**src/dbef_pkg.sv**
```systemverilog
package dbef_pkg;
	// buffer count and lane geometry
	localparam int NUM_BUF = 4;
	localparam int LANE_W = 8;
	localparam int REG_W = 32;
	localparam int THR_W = 16;
	// bit positions inside one byte lane, same order in every lane
	localparam int BIT_CELL = 7;
	localparam int BIT_REL = 6;
	localparam int BIT_EXP = 5;
	localparam int BIT_MARK_B = 4;
	localparam int BIT_MARK_A = 3;
	localparam int BIT_RSVD = 2;
	localparam int BIT_FULL = 1;
	localparam int BIT_EMPTY = 0;
	// lane whose empty flag comes out of reset high
	localparam int EMPTY_SET_LANE = 2;
	// summary and direction bit positions
	localparam int SUM_LOWER = 0;
	localparam int SUM_UPPER = 1;
	localparam int DIR_B_BASE = 4;
	// register byte offsets
	localparam logic [11:0] OFF_LEVEL_STATUS = 12'h144;
	localparam logic [11:0] OFF_EVENT_FLAGS = 12'h14c;
	localparam logic [11:0] OFF_EVENT_ENABLES = 12'h150;
	localparam logic [11:0] OFF_IRQ_SUMMARY = 12'h154;
	localparam logic [11:0] OFF_THRESH_BASE = 12'h160;
	localparam logic [11:0] OFF_DIR_SELECT = 12'h170;
	localparam logic [11:0] THRESH_STRIDE = 12'h004;
	// reset values and masks
	localparam logic [31:0] FLAGS_RESET = 32'h0001_0000;
	localparam logic [31:0] ENABLES_RESET = 32'h0001_0000;
	localparam logic [31:0] RSVD_MASK = 32'h0404_0404;
	localparam logic [31:0] ZERO_WORD = 32'h0000_0000;
	localparam logic [7:0] DIR_MASK = 8'hff;
	// AXI response codes
	localparam logic [1:0] RESP_OKAY = 2'h0;
	localparam logic [1:0] RESP_SLVERR = 2'h2;
endpackage

```
**src/dbef_mark_if.sv**
```systemverilog
`timescale 1ns/1ps
interface dbef_mark_if #(
	parameter int NUM_BUF = 4,
	parameter int CNT_W = 12,
	parameter int THR_W = 16
);
	logic [NUM_BUF*CNT_W-1:0] count;
	logic [NUM_BUF*THR_W-1:0] thr_a;
	logic [NUM_BUF*THR_W-1:0] thr_b;
	logic [NUM_BUF-1:0] dir_a;
	logic [NUM_BUF-1:0] dir_b;
	logic [NUM_BUF-1:0] stat_a;
	logic [NUM_BUF-1:0] stat_b;
	logic [NUM_BUF-1:0] rise_a;
	logic [NUM_BUF-1:0] rise_b;
	// register side drives settings, reads status and edges
	modport ctrl(output count, thr_a, thr_b, dir_a, dir_b, input stat_a, stat_b, rise_a, rise_b);
	// comparator side
	modport mark(input count, thr_a, thr_b, dir_a, dir_b, output stat_a, stat_b, rise_a, rise_b);
endinterface

```
**src/dbef_watermark.sv**
```systemverilog
`timescale 1ns/1ps
module dbef_watermark
	import dbef_pkg::*;
#(
	parameter int CNT_W = 12
) (
	// clock and reset
	input wire logic aclk,
	input wire logic aresetn,
	// settings in, status out
	dbef_mark_if.mark mk
);
	// a count wider than the threshold would be cut in the compare
	if (CNT_W < 1 || CNT_W > THR_W) begin : g_bad_cnt
		$error("dbef_watermark: CNT_W out of range");
	end

	// dir 0 trips above the threshold, dir 1 trips below it
	function automatic logic mark_hit(input logic [CNT_W-1:0] cnt, input logic [THR_W-1:0] thr,
			input logic dir);
		logic [THR_W-1:0] wide;
		wide = THR_W'(cnt);
		mark_hit = dir ? (wide < thr) : (wide > thr);
	endfunction

	logic [NUM_BUF-1:0] cmp_a;
	logic [NUM_BUF-1:0] cmp_b;
	logic [NUM_BUF-1:0] stat_a_ff;
	logic [NUM_BUF-1:0] stat_b_ff;
	logic [NUM_BUF-1:0] rise_a_ff;
	logic [NUM_BUF-1:0] rise_b_ff;

	// each buffer compares only its own count and thresholds
	genvar b;
	generate
		for (b = 0; b < NUM_BUF; b++) begin : g_cmp
			assign cmp_a[b] = mark_hit(mk.count[b*CNT_W +: CNT_W], mk.thr_a[b*THR_W +: THR_W],
				mk.dir_a[b]);
			assign cmp_b[b] = mark_hit(mk.count[b*CNT_W +: CNT_W], mk.thr_b[b*THR_W +: THR_W],
				mk.dir_b[b]);
		end
	endgenerate

	// status level plus a one-cycle pulse on its 0-to-1 edge
	always_ff @(posedge aclk) begin
		if (!aresetn) begin
			stat_a_ff <= '0;
			stat_b_ff <= '0;
			rise_a_ff <= '0;
			rise_b_ff <= '0;
		end else begin
			stat_a_ff <= cmp_a;
			stat_b_ff <= cmp_b;
			rise_a_ff <= cmp_a & ~stat_a_ff;
			rise_b_ff <= cmp_b & ~stat_b_ff;
		end
	end

	assign mk.stat_a = stat_a_ff;
	assign mk.stat_b = stat_b_ff;
	assign mk.rise_a = rise_a_ff;
	assign mk.rise_b = rise_b_ff;
endmodule // dbef_watermark

```
**src/dbef_top.sv**
```systemverilog
// Added by the designer: the AXI4-Lite interface to the registers.
`timescale 1ns/1ps
module dbef_top
	import dbef_pkg::*;
#(
	parameter int CNT_W = 12,
	parameter int ADDR_W = 12
) (
	// clock and reset
	input wire logic aclk,
	input wire logic aresetn,
	// axi4-lite write address
	input wire logic [ADDR_W-1:0] s_axi_awaddr,
	input wire logic [2:0] s_axi_awprot,
	input wire logic s_axi_awvalid,
	output logic s_axi_awready,
	// axi4-lite write data
	input wire logic [31:0] s_axi_wdata,
	input wire logic [3:0] s_axi_wstrb,
	input wire logic s_axi_wvalid,
	output logic s_axi_wready,
	// axi4-lite write response
	output logic [1:0] s_axi_bresp,
	output logic s_axi_bvalid,
	input wire logic s_axi_bready,
	// axi4-lite read address
	input wire logic [ADDR_W-1:0] s_axi_araddr,
	input wire logic [2:0] s_axi_arprot,
	input wire logic s_axi_arvalid,
	output logic s_axi_arready,
	// axi4-lite read data
	output logic [31:0] s_axi_rdata,
	output logic [1:0] s_axi_rresp,
	output logic s_axi_rvalid,
	input wire logic s_axi_rready,
	// buffer events, one-cycle pulses per buffer
	input wire logic [3:0] cell_committed,
	input wire logic [3:0] stamp_release,
	input wire logic [3:0] stamp_expired,
	// buffer levels
	input wire logic [3:0] no_space,
	input wire logic [3:0] no_data,
	input wire logic [4*CNT_W-1:0] level_count,
	// summary interrupt lines
	output logic irq_upper,
	output logic irq_lower
);
	// refuse widths that the decode and the comparators cannot serve
	if (CNT_W < 1 || CNT_W > THR_W) begin : g_bad_cnt
		$error("dbef_top: CNT_W out of range");
	end
	if (ADDR_W < 9) begin : g_bad_addr
		$error("dbef_top: ADDR_W too small for the register map");
	end

	localparam int LOWER_W = (NUM_BUF / 2) * LANE_W;
	localparam int TOP_BIT = NUM_BUF * LANE_W - 1;

	// word address match, shared by read and write decode
	function automatic logic reg_hit(input logic [ADDR_W-1:0] addr, input logic [11:0] off);
		reg_hit = (addr[ADDR_W-1:2] == (ADDR_W-2)'(off >> 2));
	endfunction

	// byte-lane merge for writable registers
	function automatic logic [31:0] strb_merge(input logic [31:0] old, input logic [31:0] nw,
			input logic [3:0] strb);
		logic [31:0] res;
		res = old;
		for (int i = 0; i < 4; i++) begin
			if (strb[i]) begin
				res[i*8 +: 8] = nw[i*8 +: 8];
			end
		end
		strb_merge = res;
	endfunction

	// comparator carrier
	dbef_mark_if #(.NUM_BUF(NUM_BUF), .CNT_W(CNT_W), .THR_W(THR_W)) mk ();

	// register state
	logic [31:0] flags_ff;
	logic [31:0] enables_ff;
	logic [1:0] summary_ff;
	logic [31:0] thresh_ff [NUM_BUF];
	logic [7:0] dir_ff;
	logic [31:0] nxt_flags;
	logic [31:0] nxt_enables;
	logic [1:0] nxt_summary;

	// bus state
	logic aw_held_ff;
	logic [ADDR_W-1:0] awaddr_ff;
	logic w_held_ff;
	logic [31:0] wdata_ff;
	logic [3:0] wstrb_ff;
	logic awready_ff;
	logic wready_ff;
	logic bvalid_ff;
	logic [1:0] bresp_ff;
	logic arready_ff;
	logic rvalid_ff;
	logic [31:0] rdata_ff;
	logic [1:0] rresp_ff;
	logic irq_upper_ff;
	logic irq_lower_ff;

	// settings to the comparators
	genvar b;
	generate
		for (b = 0; b < NUM_BUF; b++) begin : g_set
			assign mk.thr_a[b*THR_W +: THR_W] = thresh_ff[b][THR_W-1:0];
			assign mk.thr_b[b*THR_W +: THR_W] = thresh_ff[b][2*THR_W-1:THR_W];
		end
	endgenerate
	assign mk.count = level_count;
	assign mk.dir_a = dir_ff[NUM_BUF-1:0];
	assign mk.dir_b = dir_ff[DIR_B_BASE +: NUM_BUF];

	dbef_watermark #(.CNT_W(CNT_W)) u_mark (
		.aclk(aclk),
		.aresetn(aresetn),
		.mk(mk)
	);

	// hardware set terms, one byte lane per buffer
	logic [31:0] set_vec;
	logic [31:0] level_vec;
	generate
		for (b = 0; b < NUM_BUF; b++) begin : g_lane
			assign set_vec[b*LANE_W+BIT_CELL] = cell_committed[b];
			assign set_vec[b*LANE_W+BIT_REL] = stamp_release[b];
			assign set_vec[b*LANE_W+BIT_EXP] = stamp_expired[b];
			assign set_vec[b*LANE_W+BIT_MARK_B] = mk.rise_b[b];
			assign set_vec[b*LANE_W+BIT_MARK_A] = mk.rise_a[b];
			assign set_vec[b*LANE_W+BIT_RSVD] = 1'b0;
			assign set_vec[b*LANE_W+BIT_FULL] = no_space[b];
			assign set_vec[b*LANE_W+BIT_EMPTY] = no_data[b];
			// live view for the level status register
			assign level_vec[b*LANE_W+BIT_CELL] = 1'b0;
			assign level_vec[b*LANE_W+BIT_REL] = 1'b0;
			assign level_vec[b*LANE_W+BIT_EXP] = 1'b0;
			assign level_vec[b*LANE_W+BIT_MARK_B] = mk.stat_b[b];
			assign level_vec[b*LANE_W+BIT_MARK_A] = mk.stat_a[b];
			assign level_vec[b*LANE_W+BIT_RSVD] = 1'b0;
			assign level_vec[b*LANE_W+BIT_FULL] = no_space[b];
			assign level_vec[b*LANE_W+BIT_EMPTY] = no_data[b];
		end
	endgenerate

	// handshakes
	wire aw_take = s_axi_awvalid & awready_ff;
	wire w_take = s_axi_wvalid & wready_ff;
	wire do_write = aw_held_ff & w_held_ff & ~bvalid_ff;
	wire ar_take = s_axi_arvalid & arready_ff;
	wire b_done = bvalid_ff & s_axi_bready;
	wire r_done = rvalid_ff & s_axi_rready;

	// write decode on the held address
	wire wr_status = reg_hit(awaddr_ff, OFF_LEVEL_STATUS);
	wire wr_flags = reg_hit(awaddr_ff, OFF_EVENT_FLAGS);
	wire wr_enables = reg_hit(awaddr_ff, OFF_EVENT_ENABLES);
	wire wr_summary = reg_hit(awaddr_ff, OFF_IRQ_SUMMARY);
	wire wr_dir = reg_hit(awaddr_ff, OFF_DIR_SELECT);
	logic [NUM_BUF-1:0] wr_thresh;
	logic [NUM_BUF-1:0] rd_thresh;
	generate
		for (b = 0; b < NUM_BUF; b++) begin : g_thr_dec
			assign wr_thresh[b] = reg_hit(awaddr_ff, 12'(OFF_THRESH_BASE + b * THRESH_STRIDE));
			assign rd_thresh[b] = reg_hit(s_axi_araddr, 12'(OFF_THRESH_BASE + b * THRESH_STRIDE));
		end
	endgenerate
	wire wr_mapped = wr_status | wr_flags | wr_enables | wr_summary | wr_dir | (|wr_thresh);

	// read decode on the live address, taken only in the accept cycle
	wire rd_status = reg_hit(s_axi_araddr, OFF_LEVEL_STATUS);
	wire rd_flags = reg_hit(s_axi_araddr, OFF_EVENT_FLAGS);
	wire rd_enables = reg_hit(s_axi_araddr, OFF_EVENT_ENABLES);
	wire rd_summary = reg_hit(s_axi_araddr, OFF_IRQ_SUMMARY);
	wire rd_dir = reg_hit(s_axi_araddr, OFF_DIR_SELECT);
	wire rd_mapped = rd_status | rd_flags | rd_enables | rd_summary | rd_dir | (|rd_thresh);

	// read mux; reserved bits are masked even though they never set
	logic [31:0] thr_word;
	always_comb begin
		thr_word = ZERO_WORD;
		for (int i = 0; i < NUM_BUF; i++) begin
			if (rd_thresh[i]) begin
				thr_word = thresh_ff[i];
			end
		end
	end
	wire [31:0] rd_word =
		rd_flags ? (flags_ff & ~RSVD_MASK) :
		rd_status ? (level_vec & ~RSVD_MASK) :
		rd_enables ? enables_ff :
		rd_summary ? {30'h0000_0000, summary_ff} :
		rd_dir ? {24'h00_0000, dir_ff} :
		thr_word;

	// flag clear on a read of the flags word; set wins over the clear
	wire flags_clear = ar_take & rd_flags;
	assign nxt_flags = ((flags_ff & ~({32{flags_clear}})) | set_vec) & ~RSVD_MASK;

	// enable writes honour byte strobes, reserved bits stay zero
	assign nxt_enables = (do_write & wr_enables) ?
		(strb_merge(enables_ff, wdata_ff, wstrb_ff) & ~RSVD_MASK) : enables_ff;

	// summary bits: enabled hardware sets, write one to clear, set wins
	wire [31:0] set_en = set_vec & enables_ff;
	wire set_lower = |set_en[LOWER_W-1:0];
	wire set_upper = |set_en[TOP_BIT:LOWER_W];
	wire [1:0] sum_clr = (do_write & wr_summary & wstrb_ff[0]) ? wdata_ff[1:0] : 2'h0;
	assign nxt_summary[SUM_LOWER] = set_lower | (summary_ff[SUM_LOWER] & ~sum_clr[SUM_LOWER]);
	assign nxt_summary[SUM_UPPER] = set_upper | (summary_ff[SUM_UPPER] & ~sum_clr[SUM_UPPER]);

	// flag, enable and summary registers
	always_ff @(posedge aclk) begin
		if (!aresetn) begin
			flags_ff <= FLAGS_RESET;
			enables_ff <= ENABLES_RESET;
			summary_ff <= 2'h0;
			irq_upper_ff <= 1'b0;
			irq_lower_ff <= 1'b0;
		end else begin
			flags_ff <= nxt_flags;
			enables_ff <= nxt_enables;
			summary_ff <= nxt_summary;
			irq_upper_ff <= nxt_summary[SUM_UPPER];
			irq_lower_ff <= nxt_summary[SUM_LOWER];
		end
	end

	// threshold and direction settings for the comparators
	always_ff @(posedge aclk) begin
		if (!aresetn) begin
			for (int i = 0; i < NUM_BUF; i++) begin
				thresh_ff[i] <= ZERO_WORD;
			end
			dir_ff <= 8'h00;
		end else if (do_write) begin
			for (int i = 0; i < NUM_BUF; i++) begin
				if (wr_thresh[i]) begin
					thresh_ff[i] <= strb_merge(thresh_ff[i], wdata_ff, wstrb_ff);
				end
			end
			if (wr_dir & wstrb_ff[0]) begin
				dir_ff <= wdata_ff[7:0] & DIR_MASK;
			end
		end
	end

	// write channel: address and data held independently, either order
	wire nxt_aw_held = aw_take | (aw_held_ff & ~do_write);
	wire nxt_w_held = w_take | (w_held_ff & ~do_write);
	wire nxt_bvalid = do_write | (bvalid_ff & ~b_done);
	always_ff @(posedge aclk) begin
		if (!aresetn) begin
			aw_held_ff <= 1'b0;
			w_held_ff <= 1'b0;
			awaddr_ff <= '0;
			wdata_ff <= ZERO_WORD;
			wstrb_ff <= 4'h0;
			awready_ff <= 1'b0;
			wready_ff <= 1'b0;
			bvalid_ff <= 1'b0;
			bresp_ff <= RESP_OKAY;
		end else begin
			aw_held_ff <= nxt_aw_held;
			w_held_ff <= nxt_w_held;
			if (aw_take) begin
				awaddr_ff <= s_axi_awaddr;
			end
			if (w_take) begin
				wdata_ff <= s_axi_wdata;
				wstrb_ff <= s_axi_wstrb;
			end
			// one write in flight: ready again once the response is gone
			awready_ff <= ~nxt_aw_held & ~nxt_bvalid;
			wready_ff <= ~nxt_w_held & ~nxt_bvalid;
			bvalid_ff <= nxt_bvalid;
			if (do_write) begin
				bresp_ff <= wr_mapped ? RESP_OKAY : RESP_SLVERR;
			end
		end
	end

	// read channel: data captured at accept, so the clear and the read agree
	wire nxt_rvalid = ar_take | (rvalid_ff & ~r_done);
	always_ff @(posedge aclk) begin
		if (!aresetn) begin
			arready_ff <= 1'b0;
			rvalid_ff <= 1'b0;
			rdata_ff <= ZERO_WORD;
			rresp_ff <= RESP_OKAY;
		end else begin
			arready_ff <= ~nxt_rvalid;
			rvalid_ff <= nxt_rvalid;
			if (ar_take) begin
				rdata_ff <= rd_mapped ? rd_word : ZERO_WORD;
				rresp_ff <= rd_mapped ? RESP_OKAY : RESP_SLVERR;
			end
		end
	end

	// outputs straight from flops
	assign s_axi_awready = awready_ff;
	assign s_axi_wready = wready_ff;
	assign s_axi_bvalid = bvalid_ff;
	assign s_axi_bresp = bresp_ff;
	assign s_axi_arready = arready_ff;
	assign s_axi_rvalid = rvalid_ff;
	assign s_axi_rdata = rdata_ff;
	assign s_axi_rresp = rresp_ff;
	assign irq_upper = irq_upper_ff;
	assign irq_lower = irq_lower_ff;
endmodule // dbef_top

```
**config.mk**
```make
export PLATFORM = sky130hd
export DESIGN_NAME = dbef_top
export DESIGN_NICKNAME = d
export VERILOG_FILES = /design/src/dbef_pkg.sv /design/src/dbef_mark_if.sv /design/src/dbef_watermark.sv /design/src/dbef_top.sv
export SDC_FILE = /design/constraint.sdc
export NUM_CORES = 1
export LEC_CHECK = 0
export ABC_AREA = 1
export ABC_CLOCK_PERIOD_IN_PS = 2300
export BUFFER_PORTS_ARGS = -buffer_cell sky130_fd_sc_hd__buf_4
export CORE_MARGIN = 1.5
export CORE_UTILIZATION = 30
export CTS_CLUSTER_SIZE = 12
export DETAILED_ROUTE_END_ITERATION = 10
export GPL_ROUTABILITY_DRIVEN = 0
export RECOVER_POWER = 25
export SLEW_MARGIN = 20
export SYNTH_ARGS = -nofsm -noshare
export SYNTH_HDL_FRONTEND = slang
export SYNTH_HIERARCHICAL = 1
export SYNTH_SLANG_ARGS = --single-unit
```
**constraint.sdc**
```tcl
create_clock -name aclk -period 2.3 [get_ports aclk]
set_input_delay 0.23 -clock aclk [delete_from_list [all_inputs] [get_ports aclk]]
set_output_delay 0.23 -clock aclk [all_outputs]
set_load 0.005 [all_outputs]
```
After elaboration in Yosys (flattened, before gate mapping)
Memory sizes are Yosys's and may differ from the RTL's.
Cells that the tools add are included.
{"block": "op_classes", "magnitude_cmp": 16, "n_eq_ne": 18, "muxes": 106, "bitwise": 58, "reduce_logical": 9}
{"op": "$mux 8", "n": 64}
{"op": "$mux 32", "n": 14}
{"op": "$eq 10x7->1 const B", "n": 18}
{"op": "$gt 12x16->1", "n": 8}
{"op": "$lt 12x16->1", "n": 8}
{"op": "$and 32x32->32", "n": 2}
{"op": "$not 32->32", "n": 1}
{"op": "$or 32x32->32", "n": 1}
{"op": "$reduce_or 16->1", "n": 2}
{"op": "$mux 1", "n": 25}
{"op": "$and 1x1->1", "n": 20}
{"op": "$or 1x1->1", "n": 20}
{"op": "$not 1->1", "n": 10}
{"op": "$reduce_and 2->1", "n": 5}
{"op": "$and 4x4->4", "n": 2}
{"op": "$not 4->4", "n": 2}
{"op": "$reduce_or 4->1", "n": 2}
{"op": "$mux 2", "n": 3}
{"block": "word_totals", "reg_bits": 179, "mem_bits_rw": 128, "inputBits": 141, "wordCells": 235, "n_memories": 1}
{"memory": "thresh_ff", "depth": 4, "word_bits": 32, "read_ports": 4, "rd_clocked_by_memory_dff": 0, "wr": 4, "line_no": "dbef_top.sv:84", "source": "logic [31:0] thresh_ff [NUM_BUF];"}

Logic depth before layout (Yosys ltp)
Gate-level depths: netlist of the first run.
{"block": "logic_depth", "ltp_word": 11, "ltp_mapped": 14, "depth_no_buf": 13}

By module
Netlist of the first run, hierarchy kept.
{"mod": "dbef_top", "instances": 1, "cells_per_inst": 1390, "area_per_inst_um2": 12226.7, "seq_area_each_um2": 6906.6}
{"mod": "dbef_watermark", "instances": 1, "cells_per_inst": 589, "area_per_inst_um2": 3570.9, "seq_area_each_um2": 320.3}

Worst setup path before layout of the first run
OpenSTA, ideal clock, no wires.
{"block": "synth_path", "path_type": "register to register", "start": "register awaddr_ff[6]", "end": "memory thresh_ff[1][10], enable pin", "arrival_ps": 1866, "required_time_ps": 1916, "path_slack_ps": 50, "stages_incl_launch_ff": 10, "path_buffers": 0, "path_cell_list": "dfxtp_1 -> inv_1 -> or2_1 -> inv_1 -> nand4_1 -> inv_1 -> nand2_1 -> nor2_1 -> nand3_1 -> o21ai_0"}
{"element": "start: declaration", "line_no": "dbef_top.sv:92", "source": "logic [ADDR_W-1:0] awaddr_ff;"}
{"element": "start signal: assignment", "line_no": "dbef_top.sv:271", "source": "awaddr_ff <= s_axi_awaddr;"}
{"element": "end: declaration", "line_no": "dbef_top.sv:84"}

==> results.yml, run 1 <==
logic_synthesis:
  synthMuxAreaShare_pct: 0
  seq_area_frac_synth_pct: 45.75
  synthSimpleGateAreaFrac_pct: 23.29
  yosys-top-cells-area: "edfxtp_1, dfxtp_1, nand2_1"
  synth_top_cell_area_share_pct: 24.33
  synth_top_family_by_area: "simple AND/OR/NAND/NOR gates"
  synth_area_um2: 15800
  synth.distinct_cells: 54
  yosys.area.top_type: "edfxtp_1"
  synthAdderAreaFrac_pct: 7.603
  syn_inst: 1979
  synth-seq-cells: 297
  synth-edff-count: 128
  synth-compound-area-share_pct: 12.86
  synth_ff_type: "dfxtp_1"
  synth_xor_area_share_pct: 0
  ys_warn_count: 6
  avgSynthCellArea_um2: 7.983
  synthArstFlopShare_pct: 0
cells_and_area:
  diodes: 0
  final_core_util_pct: 37.28
  drive_gt1_share_pct: 17.31
  layout.nets: 2430
  area_growth_pct: 22.06
worst_setup_path:
  worst_path_largest_cell_delay_ps: 330
  startpoint_type: "flop"
  crit_type: "reg2reg"
  cpMaxStageDelayCell: "nor3_1"
  critPathMaxFanout: 8
  crit_chain: "inv_1, or2_1, inv_1, nand4_1, inv_1, nand2_1, nor3_1, nand2_2, o21ai_0, buf_4"
  worstPathArrival_ps: 2430
  crit_required_ps: 2530
  cp-end-kind: "flop"
  crit_top_cell: "inv_1"
grt:
  use_met2_pct: 32.73
  grt_pass1_wl_mm: 79.61
  grt-ovfl-total: 0
  top_usage_layer: "met2"
  antenna_found_initial: 0
  grt_usage_pct: 19.59
  grt_util_met1_pct: 25.31
  grt_start_max_net_pins: 91
  grt_pass1_vias: 13740
  grtUsageMet3_pct: 3.211
outcome:
  status: "complete, no violations"
power_and_ir_drop:
  irDropWorstVdd_uv: 460.6
  p_comb_share_pct: 10.1
  p_clk_share_pct: 42.2
  p_seq_share_pct: 47.7
  swShare_pct: 25.39
  p_switching_mw: 3.085
  power_density_nw_per_um2: 630.2
  power_leakage_nw: 8.458
  internal-power_mw: 9.067
detailed_routing:
  vias: 14150
  drtAntennaViolNets: 0
  drtPass1Iterations: 5
  wirelength_mm: 53.57
  via_per_inst: 4.883
  drtIter0Drc: 1310
  wl_per_cell_um: 18.48
  drcViolationCount: 0
clock_tree:
  cts_max_level: 2
  cts_root_buffer: "clkbuf_16"
  cts_tree: "done"
  clkLatencyLatePin_ps: 530
  cts.sinks: 297
  cts.path.max_buffers: 3
  clk_pin_slew_ps: 60
  cts_buffers: 34
worst_hold_path:
  hold_path_class: "in2reg"
timing:
  hold_violations: 0
  maxSlewHeadroom_pct: 32.03
  worst_pin_slew_ps: 1020
  skew_ps: 23.90
  max_freq_mhz: 455.5
  final-setup-viol-count: 0
  drv_slew: 0
  fin_crit_sh_pct: 95.46
  rsz0062_at_grt: "true"
  min_period_ps: 2196
  setup_ws_ps: 104.5
die:
  rows: 83
  start_util_pct: 30.55
  die_h_um: 232.5
  boundaryPins: 184
  coreArea_um2: 51720
  die-area_um2: 54040
  die_w_um: 232.5
placement:
  post-place-ws_ps: 56.07
  io_buffers: 171
  hpwl_mm: 42.12
run:
  max_cap_violations: 0
[cells in the final DEF (no fill, tap or decap), types with 15 or more instances in the layout]
master | synthesis | routed
nand3_2 | 16 | 16
nor2_1 | 242 | 242
inv_2 | 20 | 20
nand3_1 | 87 | 87
clkbuf_1 | 34 | 15
ha_1 | 96 | 96
edfxtp_1 | 128 | 128
nand2_2 | 23 | 24
nand2_1 | 383 | 382
dfxtp_1 | 169 | 169
o211ai_1 | 26 | 26
clkbuf_4 | 0 | 36
buf_4 | 11 | 174
nor2_2 | 28 | 28
clkbuf_16 | 0 | 34
a211oi_1 | 20 | 20
o22ai_1 | 20 | 20
inv_1 | 300 | 302
o21ai_0 | 107 | 107
nand4_1 | 20 | 20
a21oi_1 | 138 | 138
dlygate4sd3_1 | 2 | 32
[worst max-delay path: cells and delay by family, from the launching register on]
kind	cells	cell delay, ps
AO/OA/AOI/OAI	1	220
buffers and inverters	4	460
flip-flops	1	310
AND/OR/NAND/NOR	5	910
[registers in the layout, indices dropped and copies added, names as in the netlist, 2 cells and up]
signal / cells
u_mark/mk.stat_b: 4
wdata_ff: 32
awaddr_ff: 10
thresh_ff: 128
u_mark/mk.rise_a: 4
u_mark/mk.stat_a: 4
enables_ff: 28
flags_ff: 28
dir_ff: 8
summary_ff: 2
u_mark/mk.rise_b: 4
wstrb_ff: 4
s_axi_rdata: 32
[cell families (layout without fill, tap and decap cells)]
group,after synthesis,in the layout
and+or+nand+nor,830,830
buffers and inverters,401,639
AOI/OAI and AO/OA,354,354
DFF,297,297
adders and majority gates,96,96
other,1,2
[final timing paths]
path,start,endpoint,slack (ps),depth (start not counted)
hold / removal,s_axi_wdata[5],wdata_ff[5],3,3
setup / recovery,awaddr_ff[6],thresh_ff[3][23],100,10
setup reg to reg,awaddr_ff[6],thresh_ff[3][23],100,10
hold reg to reg,u_mark/mk.stat_b[0],u_mark/mk.rise_b[0],420,1
[layout make-up]
cell class	count	area, um^2
tap	680	850.8
fill	5302	32430
sequential	297	7227
multi-input combinational	1282	6923
clock buffer	50	962.2
clock inverter	11	75.07
inverter	325	1224
timing repair buffer	253	2021
[power groups by stage]
stage	Clock, mW	Sequential [mW]	Combinational [mW]
3_5_place_dp	0	5.91	1.17
2_1_floorplan	0	5.87	0.648
3_3_place_gp	0	5.91	1.13
5_1_grt	5.42	5.82	1.36
4_1_cts	5.19	5.80	1.22
6_report	5.13	5.80	1.23
[metrics by stage]
step	cell area [um^2]	TNS, ps	total power, mW	hold WS, ps	cells
detailed placement	17960	0	7.083	415.6	2805
CTS	19320	0	12.20	0.3391	2898
floorplan	15800	0	6.514	318.4	1980
global placement	17960	0	7.036	410.4	2805
finish	19280	0	12.15	2.626	2898
global route	19280	-2944	12.60	12.06	2898
[cell usage after synthesis, types with 3 or more instances]
library cell / number
nand3_2: 16
nor2_4: 7
a21oi_2: 11
a221oi_1: 5
dlygate4sd1_1: 3
a21oi_1: 138
buf_2: 19
a211oi_1: 20
nor2_2: 28
o21ai_1: 8
nand2_2: 23
clkbuf_1: 34
o21ai_0: 107
buf_4: 11
nand3_1: 87
o211ai_1: 26
dfxtp_1: 169
o22ai_1: 20
inv_2: 20
edfxtp_1: 128
nand2_1: 383
buf_6: 3
o21bai_1: 8
ha_1: 96
nor3_2: 3
nor3_1: 7
inv_1: 300
o221ai_1: 3
nor2_1: 242
nand4_1: 20
nand2_4: 3
[per-layer routing]
metal | routed length [um] | vias to the layer above
li1 | - | 6872
met4 | 1869 | 0
met2 | 25080 | 574
met1 | 22320 | 6631
met5 | 0 | -
met3 | 4299 | 75
[what timing repair did]
action | CTS | global route
hold buffers | 32 | 0
hold endpoints to repair | 32 | 0
buffers inserted | 0 | 0
setup endpoints to repair | 0 | 58
gates resized for setup | 0 | 2
No activity file was read; power rests on OpenSTA's default activity.
==> inputs of run 2 (changes only) <==
CELL_PAD_IN_SITES_DETAIL_PLACEMENT = 0   (was default)
CELL_PAD_IN_SITES_GLOBAL_PLACEMENT = 2   (was default)
CORE_UTILIZATION = 32   (was 30)
PLACE_DENSITY_LB_ADDON = 0.1   (was default)
==> results.yml, run 2 (synthesized netlist as in run 1, its figures left out) <==
outcome:
  status: "complete, no violations"
timing:
  drv_slew: 0
  max_freq_mhz: 469.0
  final-setup-viol-count: 0
  setup_ws_ps: 168.0
  worst_pin_slew_ps: 1051
  hold_violations: 0
  holdWs_ps: 30.84
  maxSlewHeadroom_pct: 29.93
  min_period_ps: 2132
  rsz0062_at_grt: "true"
  skew_ps: 15.86
  fin_crit_sh_pct: 92.69
worst_setup_path:
  startpoint_type: "flop"
  rrSetupSlack_ps: 170
  cp-end-kind: "flop"
  r2r-start: "awaddr_ff[6]"
  worstSetupEndpoint: "thresh_ff[1][12]"
  worstPathArrival_ps: 2400
  startpoint: "awaddr_ff[6]"
  crit_type: "reg2reg"
  ff2ff_path_depth: 10
  crit_required_ps: 2570
  regToRegEndpoint: "thresh_ff[1][12]"
  critPathMaxFanout: 6
die:
  rows: 81
  boundaryPins: 184
  coreArea_um2: 48850
  die_w_um: 225.2
  die-area_um2: 50710
  die_h_um: 225.2
  start_util_pct: 32.34
grt:
  grt-ovfl-total: 0
  grt_start_max_net_pins: 87
  grt_usage_pct: 23.13
  grt_pass1_wl_mm: 85.13
  antenna_found_initial: 1
  grt_pass1_vias: 13590
clock_tree:
  clk_pin_slew_ps: 60
  postCtsSetupRepairBufs: 0
  cts_root_buffer: "clkbuf_16"
  cts_buffers: 37
  cts.path.max_buffers: 3
  clkLatencyLatePin_ps: 550
  cts_tree: "done"
  cts.sinks: 297
  cts_max_level: 2
cells_and_area:
  final_cell_mix: "nand2_1, inv_1, nor2_1"
  area_growth_pct: 25.09
  fin_cells: 2929
  regMostFlops: "thresh_ff"
  drive_gt1_share_pct: 18.15
  largest_reg_flops: 128
  multiInputGateArea_um2: 6918
  diodes: 0
  fillers: 5077
  seqCellArea_um2: 7227
  final_common_cell: "nand2_1"
  layout.nets: 2474
worst_hold_path:
  hold_start: "s_axi_wdata[5]"
  hold_path_class: "in2reg"
detailed_routing:
  drtPass1Iterations: 7
  drtIter0Drc: 837
  drtAntennaViolNets: 0
  drcViolationCount: 0
  vias: 13860
  via_per_inst: 4.733
  wirelength_mm: 58.23
  wl_per_cell_um: 19.88
placement:
  numPlacedInstances: 2812
  post-place-ws_ps: 68.17
  hpwl_mm: 45.82
  io_buffers: 171
power_and_ir_drop:
  power_leakage_nw: 8.683
  irDropWorstVdd_uv: 363.7
  power_density_nw_per_um2: 643.9
  power.total_mw: 12.72
run:
  max_cap_violations: 0
[run 2: worst max-delay path: stages, from the launching register on]
cell     delay (ps)
dfxtp_1         310
inv_1            40
or2_1           200
inv_1            70
nand4_1          70
inv_1           140
nand2_1         120
nor2_1          180
nand3_2         230
o21ai_0         290
buf_4           200
[run 2: repair_timing]
item,in CTS,in global routing
setup endpoints to repair,0,63
hold endpoints to repair,51,0
hold buffers,50,0
gates resized for setup,0,6
[run 2: metal layers]
metal / GRT usage [%] / wire (um)
met1: 30.22 / 26350
met4: 6.105 / 1326
met2: 39.60 / 28030
met3: 3.677 / 2507
met5: 0 / 12
[run 2: per-stage QoR]
| stage | TNS, ps | area, um^2 | utilization (%) |
|---|---|---|---|
| 6_report | 0 | 19760 | 40.45 |
| 3_5_place_dp | 0 | 18160 | 37.18 |
| 2_1_floorplan | 0 | 15800 | - |
| 4_1_cts | 0 | 19830 | 40.60 |
| 3_3_place_gp | 0 | 18160 | 37.18 |
| 5_1_grt | -36.10 | 19760 | 40.45 |
[run 2: worst min-delay path by stage]
| stage | end | slack (ps) | depth (start not counted) |
|---|---|---|---|
| finish | wdata_ff[5] | 30 | 3 |
| CTS | wdata_ff[5] | 3 | 3 |
| global route | flags_ff[1] | 20 | 3 |
| detailed placement | u_mark/mk.rise_b[0] | 420 | 1 |
| floorplan | flags_ff[16] | 320 | 2 |
| global placement | u_mark/mk.rise_b[0] | 410 | 1 |
[run 2: cell type report]
cell class	count	area share (%)
multi-input cells	1282	35.01
inverters	325	6.205
well taps	664	4.204
repair buffers	294	12.09
clock inverters	13	0.3926
clock buffers	54	5.527
flip-flops and latches	297	36.57
[run 2: report_power, final]
part / total [mW] / internal (mW) / switching [mW]
registers: 5.81 / 5.68 / 0.123
logic: 1.27 / 0.491 / 0.778
clock network: 5.65 / 3.31 / 2.34
==> inputs of run 3 (changes only) <==
==> constraint.sdc (replaced) <==
create_clock -name aclk -period 2.3 [get_ports aclk]
set_input_delay 0.23 -clock aclk [delete_from_list [all_inputs] [get_ports aclk]]
set_output_delay 0.23 -clock aclk [all_outputs]
set_load 0.1 [all_outputs]
==> results.yml, run 3 (synthesized netlist as in run 1, its figures left out) <==
outcome:
  status: "complete, no violations"
detailed_routing:
  wl_per_cell_um: 19.79
  vias: 13800
  wirelength_mm: 57.83
  drcViolationCount: 0
  via_per_inst: 4.720
  drtIter0Drc: 661
  drtPass1Iterations: 5
  drtAntennaViolNets: 0
worst_setup_path:
  crit_top_cell: "inv_1"
  critPathMaxFanout: 8
  crit_chain: "inv_1, or2_1, inv_1, nand4_1, inv_1, nand3_1, nor3_1, nand2_1, o21ai_2, buf_12"
  worstPathArrival_ps: 2410
  startpoint_type: "flop"
  startpoint: "awaddr_ff[6]"
  crit_required_ps: 2560
  crit_type: "reg2reg"
  cpMaxStageDelayCell: "dfxtp_1"
  worst_path_largest_cell_delay_ps: 300
  r2r-start: "awaddr_ff[6]"
  cp-end-kind: "flop"
cells_and_area:
  final_common_cell: "nand2_1"
  final_cell_mix: "nand2_1, inv_1, nor2_1"
  drive_gt1_share_pct: 17.76
  fillers: 5172
  area_growth_pct: 24.75
  layout.nets: 2467
  regMostFlops: "thresh_ff"
  largest_reg_flops: 128
timing:
  hold_violations: 0
  skew_ps: 24.36
  fin_crit_sh_pct: 93.49
  min_period_ps: 2150
  rsz0062_at_grt: "true"
  max_freq_mhz: 465.1
  final-setup-viol-count: 0
  maxSlewHeadroom_pct: 21.47
  worst_pin_slew_ps: 1183
  drv_slew: 0
  setup_ws_ps: 149.8
clock_tree:
  cts_max_level: 2
  cts.path.max_buffers: 3
  cts_buffers: 37
  cts_root_buffer: "clkbuf_16"
  cts.sinks: 297
  clkLatencyLatePin_ps: 550
  cts_tree: "done"
  clk_pin_slew_ps: 60
grt:
  grt_start_max_net_pins: 92
  grt_usage_pct: 23.02
  antenna_found_initial: 1
  grt_pass1_vias: 13690
  grt_pass1_wl_mm: 84.97
  grt-ovfl-total: 0
power_and_ir_drop:
  power_leakage_nw: 8.656
  irDropWorstVdd_uv: 405.9
  power_density_nw_per_um2: 662.9
  power.total_mw: 13.06
placement:
  hpwl_mm: 45.50
  io_buffers: 171
  post-place-ws_ps: 30.55
worst_hold_path:
  hold_path_class: "in2reg"
  hold_start: "stamp_release[1]"
die:
  die-area_um2: 50710
  start_util_pct: 32.34
  boundaryPins: 184
  die_w_um: 225.2
  coreArea_um2: 48850
  rows: 81
  die_h_um: 225.2
run:
  max_cap_violations: 0
run 3: cell count changes in the layout (fill, tap and decap cells not counted), sizes merged:
| cell | before | now |
|---|---|---|
| diode | 0 | 1 |
| bufinv | 0 | 3 |
| clkinv | 13 | 11 |
| inv | 324 | 327 |
| clkbuf | 98 | 95 |
| dlygate4sd3 | 50 | 49 |
| buf | 200 | 193 |
run 3: stage by stage:
stage	util [%]	TNS, ps	instance area (um^2)	instances	hold slack, ps
after floorplan	-	-3027	15820	1980	318.4
after global routing	40.34	-211.9	19710	2922	38.89
after CTS	40.63	0	19850	2922	4.390
after global placement	37.11	0	18130	2806	416.1
after detailed placement	37.11	0	18130	2806	415.3
final	40.34	0	19710	2923	25.84
run 3: worst paths after layout:
path / end / slack (ps) / cells after the start
hold reg to reg: u_mark/mk.rise_b[3] / 430 / 1
setup reg to reg: thresh_ff[2][16] / 150 / 10
hold / removal: flags_ff[14] / 30 / 3
setup / recovery: thresh_ff[2][16] / 150 / 10
run 3: repair_timing:
| item | CTS | global route |
|---|---|---|
| endpoints found under the setup margin | 0 | 40 |
| resized for setup | 0 | 7 |
| hold buffers | 49 | 0 |
| buffers inserted | 0 | 0 |
| hold endpoints to repair | 50 | 0 |
run 3: critical path: cells and delay by family, from the launching register on:
kind	cells	cell delay, ps
AOI/OAI and AO/OA	1	250
DFF	1	300
buffers and inverters	4	370
and+or+nand+nor	5	960
run 3: final cells by class:
class / count / area [um^2] / share of cell area, %
sequential: 297 / 7227 / 36.67
multi-input combinational: 1282 / 6958 / 35.31
timing repair buffer: 287 / 2237 / 11.35
inverter: 325 / 1226 / 6.222
clock buffer: 50 / 1047 / 5.314
tap: 664 / 830.8 / 4.216
clock inverter: 17 / 178.9 / 0.9079
antenna: 1 / 2.502 / 0.01270
run 3: routing by layer:
metal	up-vias	GRT usage (%)	wire length, um
li1	6954	-	-
met1	6510	30.20	26340
met2	257	39.12	27660
met3	76	2.764	2071
met4	0	7.859	1764
met5	-	0	0
run 3: report_power, final:
part           total (mW)  switching (mW)  internal (mW)  leakage, nW
registers            5.81           0.125           5.68         2.70
clock network        5.93            2.37           3.56        0.603
logic                1.33           0.848          0.481         5.35
total                13.1            3.35           9.72         8.66
